**config.mk**
```make
export PLATFORM = sky130hd
export DESIGN_NAME = audio_clock_dividers
export DESIGN_NICKNAME = d
export VERILOG_FILES = /design/src/audio_clk_pkg.sv /design/src/audio_clock_dividers.sv
export SDC_FILE = /design/constraint.sdc
export NUM_CORES = 1
export LEC_CHECK = 0
export BUFFER_PORTS_ARGS = -buffer_cell sky130_fd_sc_hd__buf_4
export CORE_MARGIN = 4
export CORE_UTILIZATION = 42
export DETAILED_ROUTE_END_ITERATION = 7
export PLACE_DENSITY = 0.69
export SYNTH_ARGS = -nofsm -noshare
export SYNTH_HDL_FRONTEND = slang
export SYNTH_SLANG_ARGS = --single-unit
```
**constraint.sdc**
```tcl
create_clock -name ref_clk -period 13.7 [get_ports ref_clk]
set_input_delay 0.685 -clock ref_clk [delete_from_list [all_inputs] [get_ports ref_clk]]
set_output_delay 0.685 -clock ref_clk [all_outputs]
set_load 0.005 [all_outputs]
```
**src/audio_clk_pkg.sv**
```systemverilog
// Constants shared by the audio clock divider block.
// Assumes a single 25 MHz reference clock and a 16-bit register port.
package audio_clk_pkg;
  localparam logic [31:0] PCM_DIV_ADDR  = 32'h50001c40;
  localparam logic [31:0] PCM_FRAC_ADDR = 32'h50001c42;
  localparam logic [31:0] PDM_DIVIDER_VALUE_ADDR  = 32'h50001c44;
  localparam logic [31:0] RATE_DIV_ADDR = 32'h50001c46;
  localparam logic [31:0] STATUS_ADDR   = 32'h50001c48;
  localparam int PCM_EN_BIT     = 12;
  localparam int PDM_EN_BIT     = 8;
  localparam int PDM_LEADER_BIT = 9;
  localparam int RATE_EN_BIT    = 8;
  localparam logic [13:0] PCM_DIV_RESET  = 14'h0000;
  localparam logic [15:0] PCM_FRAC_RESET = 16'h0000;
  localparam logic [9:0]  PDM_DIVIDER_VALUE_RESET  = 10'h000;
  localparam logic [8:0]  RATE_DIV_RESET = 9'h000;
  // Smallest period a flip-flop output can form from the reference clock.
  localparam logic [12:0] MIN_PERIOD = 13'h0002;
  localparam logic [12:0] CNT_RESET  = 13'h0000;
endpackage

```
**src/audio_clock_dividers.sv**
```systemverilog
// Three programmable audio clock dividers with a register port.
// Assumes registers are written and read on ref_clk by a local master.
`timescale 1ns/10ps
module audio_clock_dividers #(
  parameter int ADDR_W = 32
) (
  // Clock and reset
  input  wire logic              ref_clk,
  input  wire logic              rst_b,
  // Register port
  input  wire logic [ADDR_W-1:0] reg_addr,
  input  wire logic [15:0]       reg_wdata,
  input  wire logic              reg_wr,
  input  wire logic              reg_rd,
  output logic      [15:0]       reg_rdata,
  // Generated clocks
  output logic                   pcm_clk,
  output logic                   pdm_clk,
  output logic                   rate_conv_clk,
  // PDM clock pin
  input  wire logic              pdm_clk_pin_in,
  output logic                   pdm_clk_pin_out,
  output logic                   pdm_clk_pin_oe
);
  import audio_clk_pkg::*;

  if (ADDR_W < 32) begin : g_chk
    $error("ADDR_W must hold the full register addresses");
  end

  // Register selection, shared by the write and the read path so that both
  // always agree on which address means which register.
  typedef enum logic [2:0] {
    SEL_NONE     = 3'b000,
    SEL_PCM_DIV  = 3'b001,
    SEL_PCM_FRAC = 3'b010,
    SEL_PDM_DIVIDER_VALUE  = 3'b011,
    SEL_RATE_DIV = 3'b100,
    SEL_STATUS   = 3'b101
  } reg_sel_t;

  function automatic reg_sel_t decode(input logic [31:0] addr);
    reg_sel_t sel;
    sel = SEL_NONE;
    if (addr == PCM_DIV_ADDR) begin
      sel = SEL_PCM_DIV;
    end else if (addr == PCM_FRAC_ADDR) begin
      sel = SEL_PCM_FRAC;
    end else if (addr == PDM_DIVIDER_VALUE_ADDR) begin
      sel = SEL_PDM_DIVIDER_VALUE;
    end else if (addr == RATE_DIV_ADDR) begin
      sel = SEL_RATE_DIV;
    end else if (addr == STATUS_ADDR) begin
      sel = SEL_STATUS;
    end
    return sel;
  endfunction

  reg_sel_t    addr_sel;

  logic [13:0] pcm_clock_divider;
  logic [15:0] pcm_frac_pattern;
  logic [9:0]  pdm_clock_divider;
  logic [8:0]  rate_converter_clock_divider;
  logic [12:0] pcm_cnt;
  logic [12:0] pdm_cnt;
  logic [12:0] rate_cnt;
  logic [3:0]  frac_idx;
  logic        pdm_sync1;
  logic        pdm_sync2;
  logic        pdm_gen;
  logic        pcm_en;
  logic        pdm_clk_gen_on;
  logic        pdm_leader_select;
  logic        rate_conv_clk_gen_on;
  logic [7:0]  pdm_divider_value;
  logic [7:0]  rate_conv_divider;
  logic [3:0]  frac_top;
  logic        frac_corr;
  logic [12:0] pcm_period;
  logic [12:0] pdm_period;
  logic [12:0] rate_period;

  function automatic logic [3:0] top_bit(input logic [15:0] pat);
    logic [3:0] pos;
    pos = 4'h0;
    for (int i = 0; i < 16; i++) begin
      if (pat[i]) begin
        pos = 4'(i);
      end
    end
    return pos;
  endfunction

  function automatic logic [12:0] eff_period(input logic [12:0] div);
    return (div < MIN_PERIOD) ? MIN_PERIOD : div;
  endfunction

  function automatic logic [12:0] next_cnt(input logic [12:0] cnt,
                                           input logic [12:0] period);
    return (cnt >= period - 13'h0001) ? CNT_RESET : cnt + 13'h0001;
  endfunction

  function automatic logic phase_high(input logic [12:0] cnt,
                                      input logic [12:0] period);
    return cnt < (period - (period >> 1));
  endfunction

  // Upper address bits beyond the map are ignored when ADDR_W exceeds 32.
  assign addr_sel             = decode(reg_addr[31:0]);
  assign pcm_en               = pcm_clock_divider[PCM_EN_BIT];
  assign pdm_clk_gen_on       = pdm_clock_divider[PDM_EN_BIT];
  assign pdm_leader_select    = pdm_clock_divider[PDM_LEADER_BIT];
  assign rate_conv_clk_gen_on = rate_converter_clock_divider[RATE_EN_BIT];
  assign pdm_divider_value    = pdm_clock_divider[7:0];
  assign rate_conv_divider    = rate_converter_clock_divider[7:0];

  assign frac_top  = top_bit(pcm_frac_pattern);
  assign frac_corr = pcm_frac_pattern[frac_idx];
  assign pcm_period = eff_period({1'b0, pcm_clock_divider[11:0]})
                      + {12'h000, frac_corr};
  assign pdm_period  = eff_period({5'h00, pdm_divider_value});
  assign rate_period = eff_period({5'h00, rate_conv_divider});

  always_ff @(posedge ref_clk) begin
    if (!rst_b) begin
      pcm_clock_divider <= PCM_DIV_RESET;
    end else if (reg_wr && addr_sel == SEL_PCM_DIV) begin
      pcm_clock_divider <= reg_wdata[13:0];
    end
  end

  always_ff @(posedge ref_clk) begin
    if (!rst_b) begin
      pcm_frac_pattern <= PCM_FRAC_RESET;
    end else if (reg_wr && addr_sel == SEL_PCM_FRAC) begin
      pcm_frac_pattern <= reg_wdata;
    end
  end

  always_ff @(posedge ref_clk) begin
    if (!rst_b) begin
      pdm_clock_divider <= PDM_DIVIDER_VALUE_RESET;
    end else if (reg_wr && addr_sel == SEL_PDM_DIVIDER_VALUE) begin
      pdm_clock_divider <= reg_wdata[9:0];
    end
  end

  always_ff @(posedge ref_clk) begin
    if (!rst_b) begin
      rate_converter_clock_divider <= RATE_DIV_RESET;
    end else if (reg_wr && addr_sel == SEL_RATE_DIV) begin
      rate_converter_clock_divider <= reg_wdata[8:0];
    end
  end

  // Read data stands only in the cycle after reg_rd is high and is zero otherwise, so a master
  // that samples late sees zero rather than a stale word.
  always_ff @(posedge ref_clk) begin
    if (!rst_b) begin
      reg_rdata <= 16'h0000;
    end else if (reg_rd) begin
      if (addr_sel == SEL_PCM_DIV) begin
        reg_rdata <= {2'b00, pcm_clock_divider};
      end else if (addr_sel == SEL_PCM_FRAC) begin
        reg_rdata <= pcm_frac_pattern;
      end else if (addr_sel == SEL_PDM_DIVIDER_VALUE) begin
        reg_rdata <= {6'h00, pdm_clock_divider};
      end else if (addr_sel == SEL_RATE_DIV) begin
        reg_rdata <= {7'h00, rate_converter_clock_divider};
      end else if (addr_sel == SEL_STATUS) begin
        reg_rdata <= {8'h00, frac_idx, 1'b0, rate_conv_clk, pdm_clk, pcm_clk};
      end else begin
        reg_rdata <= 16'h0000;
      end
    end else begin
      reg_rdata <= 16'h0000;
    end
  end

  // PCM divider. The fraction position restarts at the top bit whenever the
  // clock is stopped, so a pattern written while it is stopped begins from its first bit.
  always_ff @(posedge ref_clk) begin
    if (!rst_b) begin
      pcm_cnt  <= CNT_RESET;
      frac_idx <= 4'h0;
      pcm_clk  <= 1'b0;
    end else if (!pcm_en) begin
      pcm_cnt  <= CNT_RESET;
      frac_idx <= frac_top;
      pcm_clk  <= 1'b0;
    end else begin
      pcm_cnt <= next_cnt(pcm_cnt, pcm_period);
      pcm_clk <= phase_high(pcm_cnt, pcm_period);
      if (pcm_cnt >= pcm_period - 13'h0001) begin
        frac_idx <= (frac_idx == 4'h0) ? frac_top : frac_idx - 4'h1;
      end
    end
  end

  // The pin is sampled twice before use; it comes from another device.
  always_ff @(posedge ref_clk) begin
    if (!rst_b) begin
      pdm_sync1 <= 1'b0;
      pdm_sync2 <= 1'b0;
    end else begin
      pdm_sync1 <= pdm_clk_pin_in;
      pdm_sync2 <= pdm_sync1;
    end
  end

  always_ff @(posedge ref_clk) begin
    if (!rst_b) begin
      pdm_cnt <= CNT_RESET;
      pdm_gen <= 1'b0;
    end else if (!pdm_clk_gen_on) begin
      pdm_cnt <= CNT_RESET;
      pdm_gen <= 1'b0;
    end else begin
      pdm_cnt <= next_cnt(pdm_cnt, pdm_period);
      pdm_gen <= phase_high(pdm_cnt, pdm_period);
    end
  end

  // The follower path adds three cycles of delay from the pin; this is the
  // price of a safe crossing and limits the usable follower rate.
  always_ff @(posedge ref_clk) begin
    if (!rst_b) begin
      pdm_clk <= 1'b0;
    end else begin
      pdm_clk <= pdm_leader_select ? pdm_gen : pdm_sync2;
    end
  end

  // Drive value and enable share one select, so the pin never shows the
  // generated clock while the enable is still low.
  always_ff @(posedge ref_clk) begin
    if (!rst_b) begin
      pdm_clk_pin_out <= 1'b0;
    end else begin
      pdm_clk_pin_out <= pdm_leader_select & pdm_gen;
    end
  end

  always_ff @(posedge ref_clk) begin
    if (!rst_b) begin
      pdm_clk_pin_oe <= 1'b0;
    end else begin
      pdm_clk_pin_oe <= pdm_leader_select;
    end
  end

  always_ff @(posedge ref_clk) begin
    if (!rst_b) begin
      rate_cnt      <= CNT_RESET;
      rate_conv_clk <= 1'b0;
    end else if (!rate_conv_clk_gen_on) begin
      rate_cnt      <= CNT_RESET;
      rate_conv_clk <= 1'b0;
    end else begin
      rate_cnt      <= next_cnt(rate_cnt, rate_period);
      rate_conv_clk <= phase_high(rate_cnt, rate_period);
    end
  end

endmodule // audio_clock_dividers

```
==> flow_metrics.tcl, run 1 <==
set metrics [dict create \
    rr_worst_depth 21 \
    nets 1279 \
    cts-root-buf "clkbuf_16" \
    cts_buffer_depth 2 \
    die-area_mm2 0.0233 \
    grt_max_degree 55 \
    dpl.cell_count 1335 \
    cts_sinks 116 \
    r2r_slack_ns 7.77 \
    grt_pass1_vias 7186 \
    crit_chain "mux4_2, mux4_2, ha_1, ha_1, nand3_1, xor2_1, ha_1, inv_1, o21ai_0, nand2_1, nand2_1, xor2_1, ha_1, and4_1, nand2_1, nor3_1, o21a_1, o31ai_1, nand4b_1, or2_2, nor2_1" \
    routabilityCongestion 0.873 \
    vias_per_cell 5.39 \
    finalHoldViolations 0 \
    antenna_found_initial 0 \
    slowest_stage "dfxtp_1" \
    powerDensity_mw_per_mm2 81.7 \
    synth-seq-area-share 0.264 \
    yosys_warnings 0 \
    synth-seq-cells 116 \
    grt_overflow 0 \
    syn_area_mm2 0.00880 \
    period_share 0.433 \
    post-cts-setup-buffers 0 \
    clkTransAtPathRegs_ns 0.06 \
    final_layout_size_suffix_gt1_frac 0.117 \
    setup_viol_count_final 0 \
    ir_drop_uv 54.2 \
    design.core.area_mm2 0.0204 \
    wl_met3_um 936 \
    grt_util_all_layers 0.184 \
    cts_tree "built" \
    antenna_cells 0 \
    hold_path_depth 1 \
    tightestPinTransition_ns 1.13 \
    setup_ws_ns 7.77 \
    ios 74 \
    min_path_type "reg2reg" \
    skew_ns 0.00728 \
    synth-main-ff-cell "dfxtp_1" \
    area_growth_pct 15.4 \
    fin_tns_setup_ns 0 \
    finalMaxSlewViolations 0 \
    cts_resized 0 \
    worstSetupStartpointType "register" \
    fillerInstances 1933 \
    crit_type "reg2reg" \
    rr_startpoint "frac_idx[0]$_SDFFE_PN0P_" \
    ctsHoldBuffers 0 \
    drt_iter0_markers 418 \
    first_pass_iters 5 \
    synth_area_per_cell_um2 8.57 \
    hold_end "pdm_sync2$_SDFF_PN0_" \
    top_layer_used "met4" \
    maxCapViolCount 0 \
    rsz0062_at_grt "no" \
    whs_ns 0.462 \
    worst_ep_required_time_ns 14.06 \
    synth_edf_count 0 \
    vias 7371 \
    r2r-end "pcm_cnt[9]$_SDFF_PP0_" \
    htreeDepth 4 \
    portBuffers 73 \
    routed_wl_um 21100 \
    avgRoutedWirePerCell_um 15.4 \
    final_common_cell "nor2_1" \
    status "complete, no violations" \
    synthesis.nets 1221 \
    grt_pass1_wl_um 35900 \
    clkLatencyLatePin_ns 0.42 \
    rows 52 \
    wl_met1_um 9970 \
    final_cell_mix "nor2_1 (151), ha_1 (139), dfxtp_1 (116)" \
    cp-end-kind "register" \
    ant_nets 0 \
    hp-start "pdm_sync1$_SDFF_PN0_" \
    slowest_delay_ns 0.60 \
    p_leak_nw 4.28 \
    period_needed_ns 5.93 \
    max_clock_freq_mhz 169 \
    stdcell_count 1367 \
    start_util 0.431 \
    post-place-ws_ns 7.86 \
    syn-instance-count 1026 \
    numCtsBuffers 17 \
    crit_arrival_ns 6.28 \
    die_w_um 153 \
    path_max_fanout 13 \
    synth_cell_type_count 68 \
    dp_hpwl_um 16400 \
    critPathMostFrequentCell "ha_1" \
    max_slew_margin 0.239 \
    wl_met2_um 9810 \
    die_y_um 153 \
    async_flop_share 0 \
    drc_errors 0 \
]
==> worst max-delay path, delay by kind of cell, from the launching register on <==
family | cells | cell delay, ns
AOI/OAI and AO/OA | 3 | 0.65
xor gates and xnor gates | 2 | 0.67
adders and majority gates | 4 | 0.96
buffers and inverters | 1 | 0.03
DFF | 1 | 0.60
muxes | 2 | 1.08
and+or+nand+nor | 9 | 1.84
==> per-stage QoR <==
step                area (um2)  utilization  total power, mW
floorplan                 8800            -            0.354
global placement          9540        0.467            0.371
detailed placement        9540        0.467            0.371
global route             10100        0.497            0.851
CTS                      10100        0.497            0.834
finish                   10100        0.497            0.829
==> kinds of logic after synthesis <==
group / Yosys count / share of synthesized area
muxes: 70 / 0.0868
DFF: 116 / 0.264
adders and majority gates: 142 / 0.205
buffers and inverters: 100 / 0.0444
xor gates and xnor gates: 88 / 0.0893
and+or+nand+nor: 367 / 0.205
AOI/OAI and AO/OA: 143 / 0.106
==> per-layer routing <==
| layer | GRT usage | up-vias |
|---|---|---|
| met1 | 0.247 | 3477 |
| met2 | 0.302 | 168 |
| li1 | - | 3701 |
| met5 | 0 | - |
| met4 | 0.0462 | 0 |
| met3 | 0.0383 | 25 |
==> cell usage after synthesis (2+ instances only) <==
cell	n	area, um2
a211oi_1	6	45.0
a21boi_0	3	22.5
a21o_1	5	37.5
a21oi_1	42	210
a221o_1	2	20.0
a221oi_1	9	78.8
a31oi_1	6	37.5
and2_1	6	37.5
and3_1	12	75.1
and4_1	6	52.6
buf_2	6	30.0
clkbuf_1	26	97.6
dfxtp_1	116	2320
fa_1	3	60.1
ha_1	139	1740
inv_1	64	240
inv_2	2	7.51
mux2i_1	65	651
mux4_2	5	113
nand2_1	59	221
nand2b_1	11	68.8
nand3_1	35	175
nand4_1	11	68.8
nor2_1	151	567
nor2b_1	11	68.8
nor3_1	19	95.1
nor3_2	2	20.0
nor4_1	20	125
nor4_4	2	42.5
nor4b_1	3	26.3
nor4bb_1	2	20.0
o211ai_1	2	15.0
o21a_1	17	128
o21ai_0	25	125
o21bai_1	10	75.1
o31ai_1	3	22.5
or2_2	3	18.8
or3_1	2	12.5
or4_1	2	15.0
xnor2_1	53	464
xor2_1	33	289
==> flip-flops by register name, summed over array words and instances, names as in the netlist <==
signal / count
pcm_cnt: 13
pdm_clk: 1
pdm_clock_divider: 10
pdm_sync1: 1
rate_converter_clock_divider: 9
pdm_sync2: 1
pdm_clk_pin_out: 1
reg_rdata: 16
rate_cnt: 13
pdm_gen: 1
pcm_clk: 1
pdm_cnt: 13
pcm_frac_pattern: 16
pcm_clock_divider: 14
rate_conv_clk: 1
pdm_clk_pin_oe: 1
frac_idx: 4
==> layout make-up <==
type	instances	area, um2	area share
Multi-Input combinational cell	810	6080	0.599
Clock inverter	11	150	0.0148
Clock buffer	21	460	0.0454
Tap cell	270	338	0.0333
Inverter	66	248	0.0244
Timing Repair Buffer	73	548	0.0540
Sequential cell	116	2320	0.229
==> worst max path at each step <==
| stage | end | cells after the start | start | slack, ns |
|---|---|---|---|---|
| final | pcm_cnt[9]$_SDFF_PP0_ | 21 | frac_idx[0]$_SDFFE_PN0P_ | 7.77 |
| after detailed placement | pcm_cnt[12]$_SDFF_PP0_ | 21 | frac_idx[0]$_SDFFE_PN0P_ | 7.86 |
| after global routing | pcm_cnt[9]$_SDFF_PP0_ | 21 | frac_idx[0]$_SDFFE_PN0P_ | 7.30 |
| after floorplan | pcm_cnt[10]$_SDFF_PP0_ | 23 | frac_idx[0]$_SDFFE_PN0P_ | 8.29 |
| after global placement | pcm_cnt[8]$_SDFF_PP0_ | 21 | frac_idx[0]$_SDFFE_PN0P_ | 7.98 |
| after CTS | pcm_cnt[9]$_SDFF_PP0_ | 21 | frac_idx[0]$_SDFFE_PN0P_ | 7.79 |
==> report_power, final <==
part           internal, mW  switching [mW]  total, mW
logic                0.0122          0.0135     0.0257
registers             0.338        0.000159      0.338
clock network         0.296           0.169      0.465
total                 0.646           0.183      0.829
Note: power is estimated with default switching activity, not from simulation.
==> inputs of run 2 (changes only) <==
- ABC_AREA: not set -> 1
- clock period: 13.7 -> 5.5 ns (I/O delays scaled with it)
==> run 2 against run 1 <==
Net effect:
- flip-flop and latch count unchanged
- highest routed layer unchanged
- sequential power increased by 150%
- non-clock buffer count is 1 higher
- critical path depth increased by 6
- final cell count increased by 18%
- final area up 2.5%
- first-iteration DRC count up 55%
==> flow_metrics.tcl, run 2 <==
set metrics [dict create \
    finalHoldViolations 0 \
    grt_overflow 0 \
    synth_cell_type_count 50 \
    grt_max_degree 43 \
    wl_met1_um 10900 \
    async_flop_share 0 \
    netlist.area_leader.share 0.258 \
    ant_nets 0 \
    antenna_cells 0 \
    cts_buffer_depth 2 \
    final_layout_size_suffix_gt1_frac 0.101 \
    powerDensity_mw_per_mm2 194 \
    p_seq_frac 0.417 \
    synth.most_common_cell "nand2_1" \
    crit_arrival_ns 5.15 \
    ctsHoldBuffers 0 \
    yosys.area.top_type "dfxtp_1" \
    crit_type "reg2reg" \
    cp-end-kind "register" \
    rsz0062_at_grt "no" \
    cts_sinks 116 \
    cts_tree "built" \
    die_y_um 155 \
    internal-power_mw 1.48 \
    swShare 0.268 \
    drc_errors 0 \
    cts-root-buf "clkbuf_16" \
    grt_pass1_vias 7954 \
    setup_viol_count_final 0 \
    top_layer_used "met4" \
    fillerInstances 2123 \
    period_share 0.882 \
    max_slew_margin 0.318 \
    p_leak_nw 4.51 \
    antenna_found_initial 0 \
    ios 74 \
    post-cts-setup-buffers 0 \
    min_path_type "in2reg" \
    total_power_mw 2.02 \
    finalMaxSlewViolations 0 \
    die_w_um 155 \
    synth_edf_count 0 \
    routed_wl_um 23700 \
    cts_resized 0 \
    p_sw_mw 0.540 \
    rows 53 \
    start_util 0.428 \
    tightestPinTransition_ns 1.02 \
    max_clock_freq_mhz 206 \
    vias 8352 \
    synth.area.top_cells "dfxtp_1 (26%), ha_1 (19%), nand2_1 (8.8%), inv_1 (6.6%), nor2_1 (6.0%)" \
    yosys-top-cells-count "nand2_1 (211), inv_1 (158), nor2_1 (145)" \
    htreeDepth 4 \
    maxCapViolCount 0 \
    first_pass_iters 7 \
    clkTransAtPathRegs_ns 0.07 \
    final_cell_mix "nand2_1 (210), inv_1 (158), nor2_1 (145)" \
    worst_ep_required_time_ns 5.80 \
    dp_hpwl_um 18400 \
    combPwrFrac 0.030 \
    ir_drop_uv 194 \
    final_common_cell "nand2_1" \
    synth-seq-area-share 0.258 \
    status "complete, no violations" \
    wl_met2_um 10900 \
    synthesis.nets 1446 \
    design.core.area_mm2 0.0211 \
    path_max_fanout 16 \
    grt_pass1_wl_um 39500 \
    skew_ns 0.0140 \
    synth-main-ff-cell "dfxtp_1" \
    fin_tns_setup_ns 0 \
    top_regs "pcm_frac_pattern (16), reg_rdata (16), pcm_clock_divider (14)" \
    grt_util_all_layers 0.201 \
    syn_area_mm2 0.00902 \
    portBuffers 73 \
    pwr-share-clk 0.553 \
    numCtsBuffers 17 \
    period_needed_ns 4.85 \
    area_growth_pct 15.4 \
    synth-seq-cells 116 \
    vias_per_cell 5.20 \
    nets 1514 \
    synth_area_per_cell_um2 7.21 \
    avgRoutedWirePerCell_um 14.8 \
    worstSetupStartpointType "register" \
    die-area_mm2 0.0239 \
    clkLatencyLatePin_ns 0.43 \
    drt_iter0_markers 646 \
    wl_met3_um 1340 \
    yosys_warnings 0 \
    routabilityCongestion 0.976 \
    syn-instance-count 1251 \
]
-- run 2: logic make-up (layout without fill, tap and decap cells) --
logic type               Yosys count  in the layout  share of synthesized area
XOR/XNOR                          71             71                     0.0711
flip-flops                       116            116                      0.258
adder cells (fa/ha/maj)          142            142                      0.200
AO/OA/AOI/OAI                    218            218                      0.143
buffers and inverters            195            276                     0.0826
AND/OR/NAND/NOR                  509            509                      0.246
-- run 2: power groups by stage --
stage / logic (mW) / registers, mW / clock network [mW]
after floorplan: 0.0167 / 0.860 / 0
after global placement: 0.0599 / 0.860 / 0
after detailed placement: 0.0601 / 0.860 / 0
after CTS: 0.0602 / 0.841 / 1.13
after global routing: 0.0658 / 0.841 / 1.16
final: 0.0608 / 0.841 / 1.11
-- run 2: path summary, 6_finish.rpt --
path	from	to	slack [ns]	depth (start not counted)
max	frac_idx[0]$_SDFFE_PN0P_	frac_idx[2]$_SDFFE_PN0P_	0.65	27
min	pdm_clk_pin_in	pdm_sync1$_SDFF_PN0_	0.03	3
max reg2reg	frac_idx[0]$_SDFFE_PN0P_	frac_idx[2]$_SDFFE_PN0P_	0.65	27
min reg2reg	pdm_sync1$_SDFF_PN0_	pdm_sync2$_SDFF_PN0_	0.45	2
-- run 2: worst max-delay path: stages, from the launching register on --
cell and delay, ns:
dfxtp_1 0.53, inv_1 0.24, o21ai_0 0.21, nand3_1 0.09, nand3_1 0.10, nand2_1 0.09, ha_1 0.22, ha_1 0.21
xor2_1 0.36, inv_1 0.18, ha_1 0.23, nand2_1 0.06, nand2_1 0.07, nand2_1 0.07, nand2_1 0.08, nand2_1 0.07
nand2_1 0.09, nor3_2 0.24, nand3_1 0.11, xor2_1 0.17, ha_1 0.30, nand2_1 0.06, nor2_1 0.16, o211ai_1 0.12
nand4_1 0.18, inv_1 0.09, nand2_2 0.28, o21ai_0 0.13
-- run 2: area by class of cell --
class / count / area (um2) / area share
Multi-Input combinational cell: 940 / 5950 / 0.572
Clock buffer: 17 / 425 / 0.0409
Clock inverter: 15 / 163 / 0.0156
Inverter: 170 / 641 / 0.0616
Timing Repair Buffer: 74 / 556 / 0.0534
Sequential cell: 116 / 2320 / 0.223
Tap cell: 275 / 344 / 0.0331
-- run 2: metrics by stage --
step                cells  setup WS (ns)  hold slack, ns   util  area (um2)
detailed placement   1575          0.499           0.441  0.465        9810
finish               1607          0.650          0.0294  0.493       10400
global placement     1575          0.687           0.440  0.465        9810
floorplan            1251           1.32           0.373      -        9020
global route         1607         0.0948          0.0372  0.493       10400
CTS                  1607          0.448          0.0206  0.493       10400
-- run 2: routing by layer --
layer  up-vias  GRT usage
li1       4326          -
met1      3767      0.265
met2       213      0.328
met3        46     0.0414
met4         0     0.0685
met5         -          0
==> inputs of run 3 (changes only) <==
- ABC_AREA: 1 -> not set
- CAP_MARGIN: not set -> 15
- RECOVER_POWER: not set -> 50
==> run 3 against run 2 <==
Net effect:
- register-to-register slack worse by 0.24 ns
- hold slack better by 0.055 ns
- sequential share of layout area up 0.63 points
- the run now ends with max-capacitance violations, max-slew violations left
- setup slack worse by 0.24 ns
- count of clock-buffer cells in the layout up 4
==> flow_metrics.tcl, run 3 (synthesis results as in run 1) <==
set metrics [dict create \
    setup_viol_count_final 0 \
    final_cell_mix "nor2_1 (152), ha_1 (139), dfxtp_1 (115)" \
    rr_worst_depth 20 \
    cts-root-buf "clkbuf_16" \
    routed_wl_um 21000 \
    grt_pass1_wl_um 35800 \
    crit_chain "mux4_2, mux4_2, ha_1, ha_1, xor2_1, inv_1, ha_1, o21bai_1, a21o_1, a221oi_2, o21bai_1, a21oi_1, a21oi_2, a311oi_1, xor2_1, ha_1, and4_1, a211oi_1, nand2_1, a31oi_1" \
    violations "max-capacitance violations, max-slew violations" \
    max_clock_freq_mhz 196 \
    slowest_stage "mux4_2" \
    grt_max_degree 55 \
    portBuffers 73 \
    nets 1286 \
    status "complete, but fails checks" \
    met2_usage 0.300 \
    final_layout_size_suffix_gt1_frac 0.115 \
    max_slew_margin -0.152 \
    ctsHoldBuffers 0 \
    busiest_layer "met2" \
    total_power_mw 1.96 \
    ios 74 \
    maxCapViolCount 1 \
    htreeDepth 4 \
    critPathMostFrequentCell "ha_1" \
    grt_util_all_layers 0.184 \
    internal-power_mw 1.50 \
    design.core.area_mm2 0.0204 \
    critPathTopFamily "compound AO/OA/AOI/OAI gates" \
    routabilityCongestion 0.878 \
    crit_type "reg2reg" \
    clkTransAtPathRegs_ns 0.06 \
    cp-end-kind "register" \
    period_needed_ns 5.09 \
    antenna_cells 0 \
    ff_latch_area_mm2 0.00232 \
    ant_nets 0 \
    worst_ep_required_time_ns 5.85 \
    top_regs "pcm_frac_pattern (16), reg_rdata (16), pcm_clock_divider (14)" \
    combPwrFrac 0.032 \
    cts_tree "built" \
    p_sw_mw 0.451 \
    hold_path_depth 2 \
    crit_buf_inv 1 \
    cts_buffer_depth 2 \
    die_y_um 153 \
    slowest_delay_ns 0.55 \
    p_seq_frac 0.430 \
    grt_overflow 0 \
    die-area_mm2 0.0233 \
    avgRoutedWirePerCell_um 15.3 \
    pwr-share-clk 0.538 \
    clkLatencyLatePin_ns 0.42 \
    grt_util_met1 0.249 \
    drc_errors 0 \
    vias_per_cell 5.29 \
    dp_hpwl_um 16200 \
    swShare 0.231 \
    path_max_fanout 10 \
    r2r_slack_ns 0.41 \
    period_share 0.926 \
    ir_drop_uv 140 \
    rows 52 \
    rsz0062_at_grt "no" \
    die_w_um 153 \
    final_common_cell "nor2_1" \
    finalMaxSlewViolations 55 \
    multi_input_area_mm2 0.00608 \
    vias 7273 \
    p_leak_nw 4.26 \
    cts_sinks 116 \
    numCtsBuffers 17 \
    hp-start "pdm_clk_pin_in" \
    grt_pass1_vias 7180 \
    area_growth_pct 15.1 \
    tightestPinTransition_ns 1.73 \
    rr_startpoint "frac_idx[0]$_SDFFE_PN0P_" \
    antenna_found_initial 0 \
    start_util 0.431 \
    hold_end "pdm_sync1$_SDFF_PN0_" \
    drt_iter0_markers 442 \
    design_area_mm2 0.0101 \
    globalRouteMet3Util 0.0352 \
    min_path_type "in2reg" \
    first_pass_iters 5 \
    fin_tns_setup_ns 0 \
    crit_cells 20 \
    worstSetupStartpointType "register" \
    dpl_cell_area_mm2 0.00959 \
    finalHoldViolations 0 \
    skew_ns 0.00860 \
    r2r-end "pcm_clk$_SDFF_PN0_" \
    crit_arrival_ns 5.44 \
    powerDensity_mw_per_mm2 193 \
    fillerInstances 1932 \
]
run 3: changes by cell type in the layout (fill, tap and decap cells not counted), sizes merged, moves of 28 or more:
cell / before / now
nand3: 73 / 36
mux2i: 0 / 65
a211oi: 34 / 6
a21oi: 96 / 43
nand2: 217 / 59
inv: 176 / 67
xnor2: 23 / 54
clkbuf: 17 / 46
run 3: worst max path at each step:
stage	to	start	slack [ns]
2_1_floorplan	pcm_cnt[10]$_SDFF_PP0_	frac_idx[0]$_SDFFE_PN0P_	0.09
3_3_place_gp	pcm_clk$_SDFF_PN0_	frac_idx[0]$_SDFFE_PN0P_	0.31
3_5_place_dp	pcm_clk$_SDFF_PN0_	frac_idx[0]$_SDFFE_PN0P_	0.24
4_1_cts	pcm_clk$_SDFF_PN0_	frac_idx[0]$_SDFFE_PN0P_	0.17
5_1_grt	frac_idx[2]$_SDFFE_PN0P_	frac_idx[0]$_SDFFE_PN0P_	0.008
6_report	pcm_clk$_SDFF_PN0_	frac_idx[0]$_SDFFE_PN0P_	0.41
run 3: repair_timing:
action	4_1_cts	5_1_grt
buffers inserted	0	0
setup endpoints to repair	0	18
resized for setup	0	6
run 3: layout make-up:
| cell class | instances | share of cell area |
|---|---|---|
| multi-input cells | 810 | 0.601 |
| flip-flops and latches | 116 | 0.230 |
| repair buffers | 80 | 0.0571 |
| clock buffers | 21 | 0.0445 |
| well taps | 270 | 0.0334 |
| inverters | 66 | 0.0245 |
| clock inverters | 11 | 0.0104 |
run 3: layer usage:
metal | up-vias | share of wire
met5 | - | 0
met3 | 33 | 0.035
met1 | 3396 | 0.48
li1 | 3716 | -
met2 | 128 | 0.47
met4 | 0 | 0.019
run 3: stage by stage:
step / util / hold WS [ns] / std cells / setup slack [ns]
finish: 0.495 / 0.0841 / 1374 / 0.405
global route: 0.495 / 0.0852 / 1374 / 0.00768
CTS: 0.497 / 0.0760 / 1374 / 0.174
detailed placement: 0.470 / 0.425 / 1342 / 0.236
global placement: 0.470 / 0.422 / 1342 / 0.314
floorplan: - / 0.402 / 1026 / 0.0899
run 3: power groups by stage:
stage	clock (mW)	combinational [mW]	sequential [mW]
final	1.05	0.0624	0.842
after global routing	1.11	0.0678	0.841
after CTS	1.07	0.0637	0.842
after detailed placement	0	0.0635	0.860
after global placement	0	0.0632	0.860
after floorplan	0	0.0214	0.860
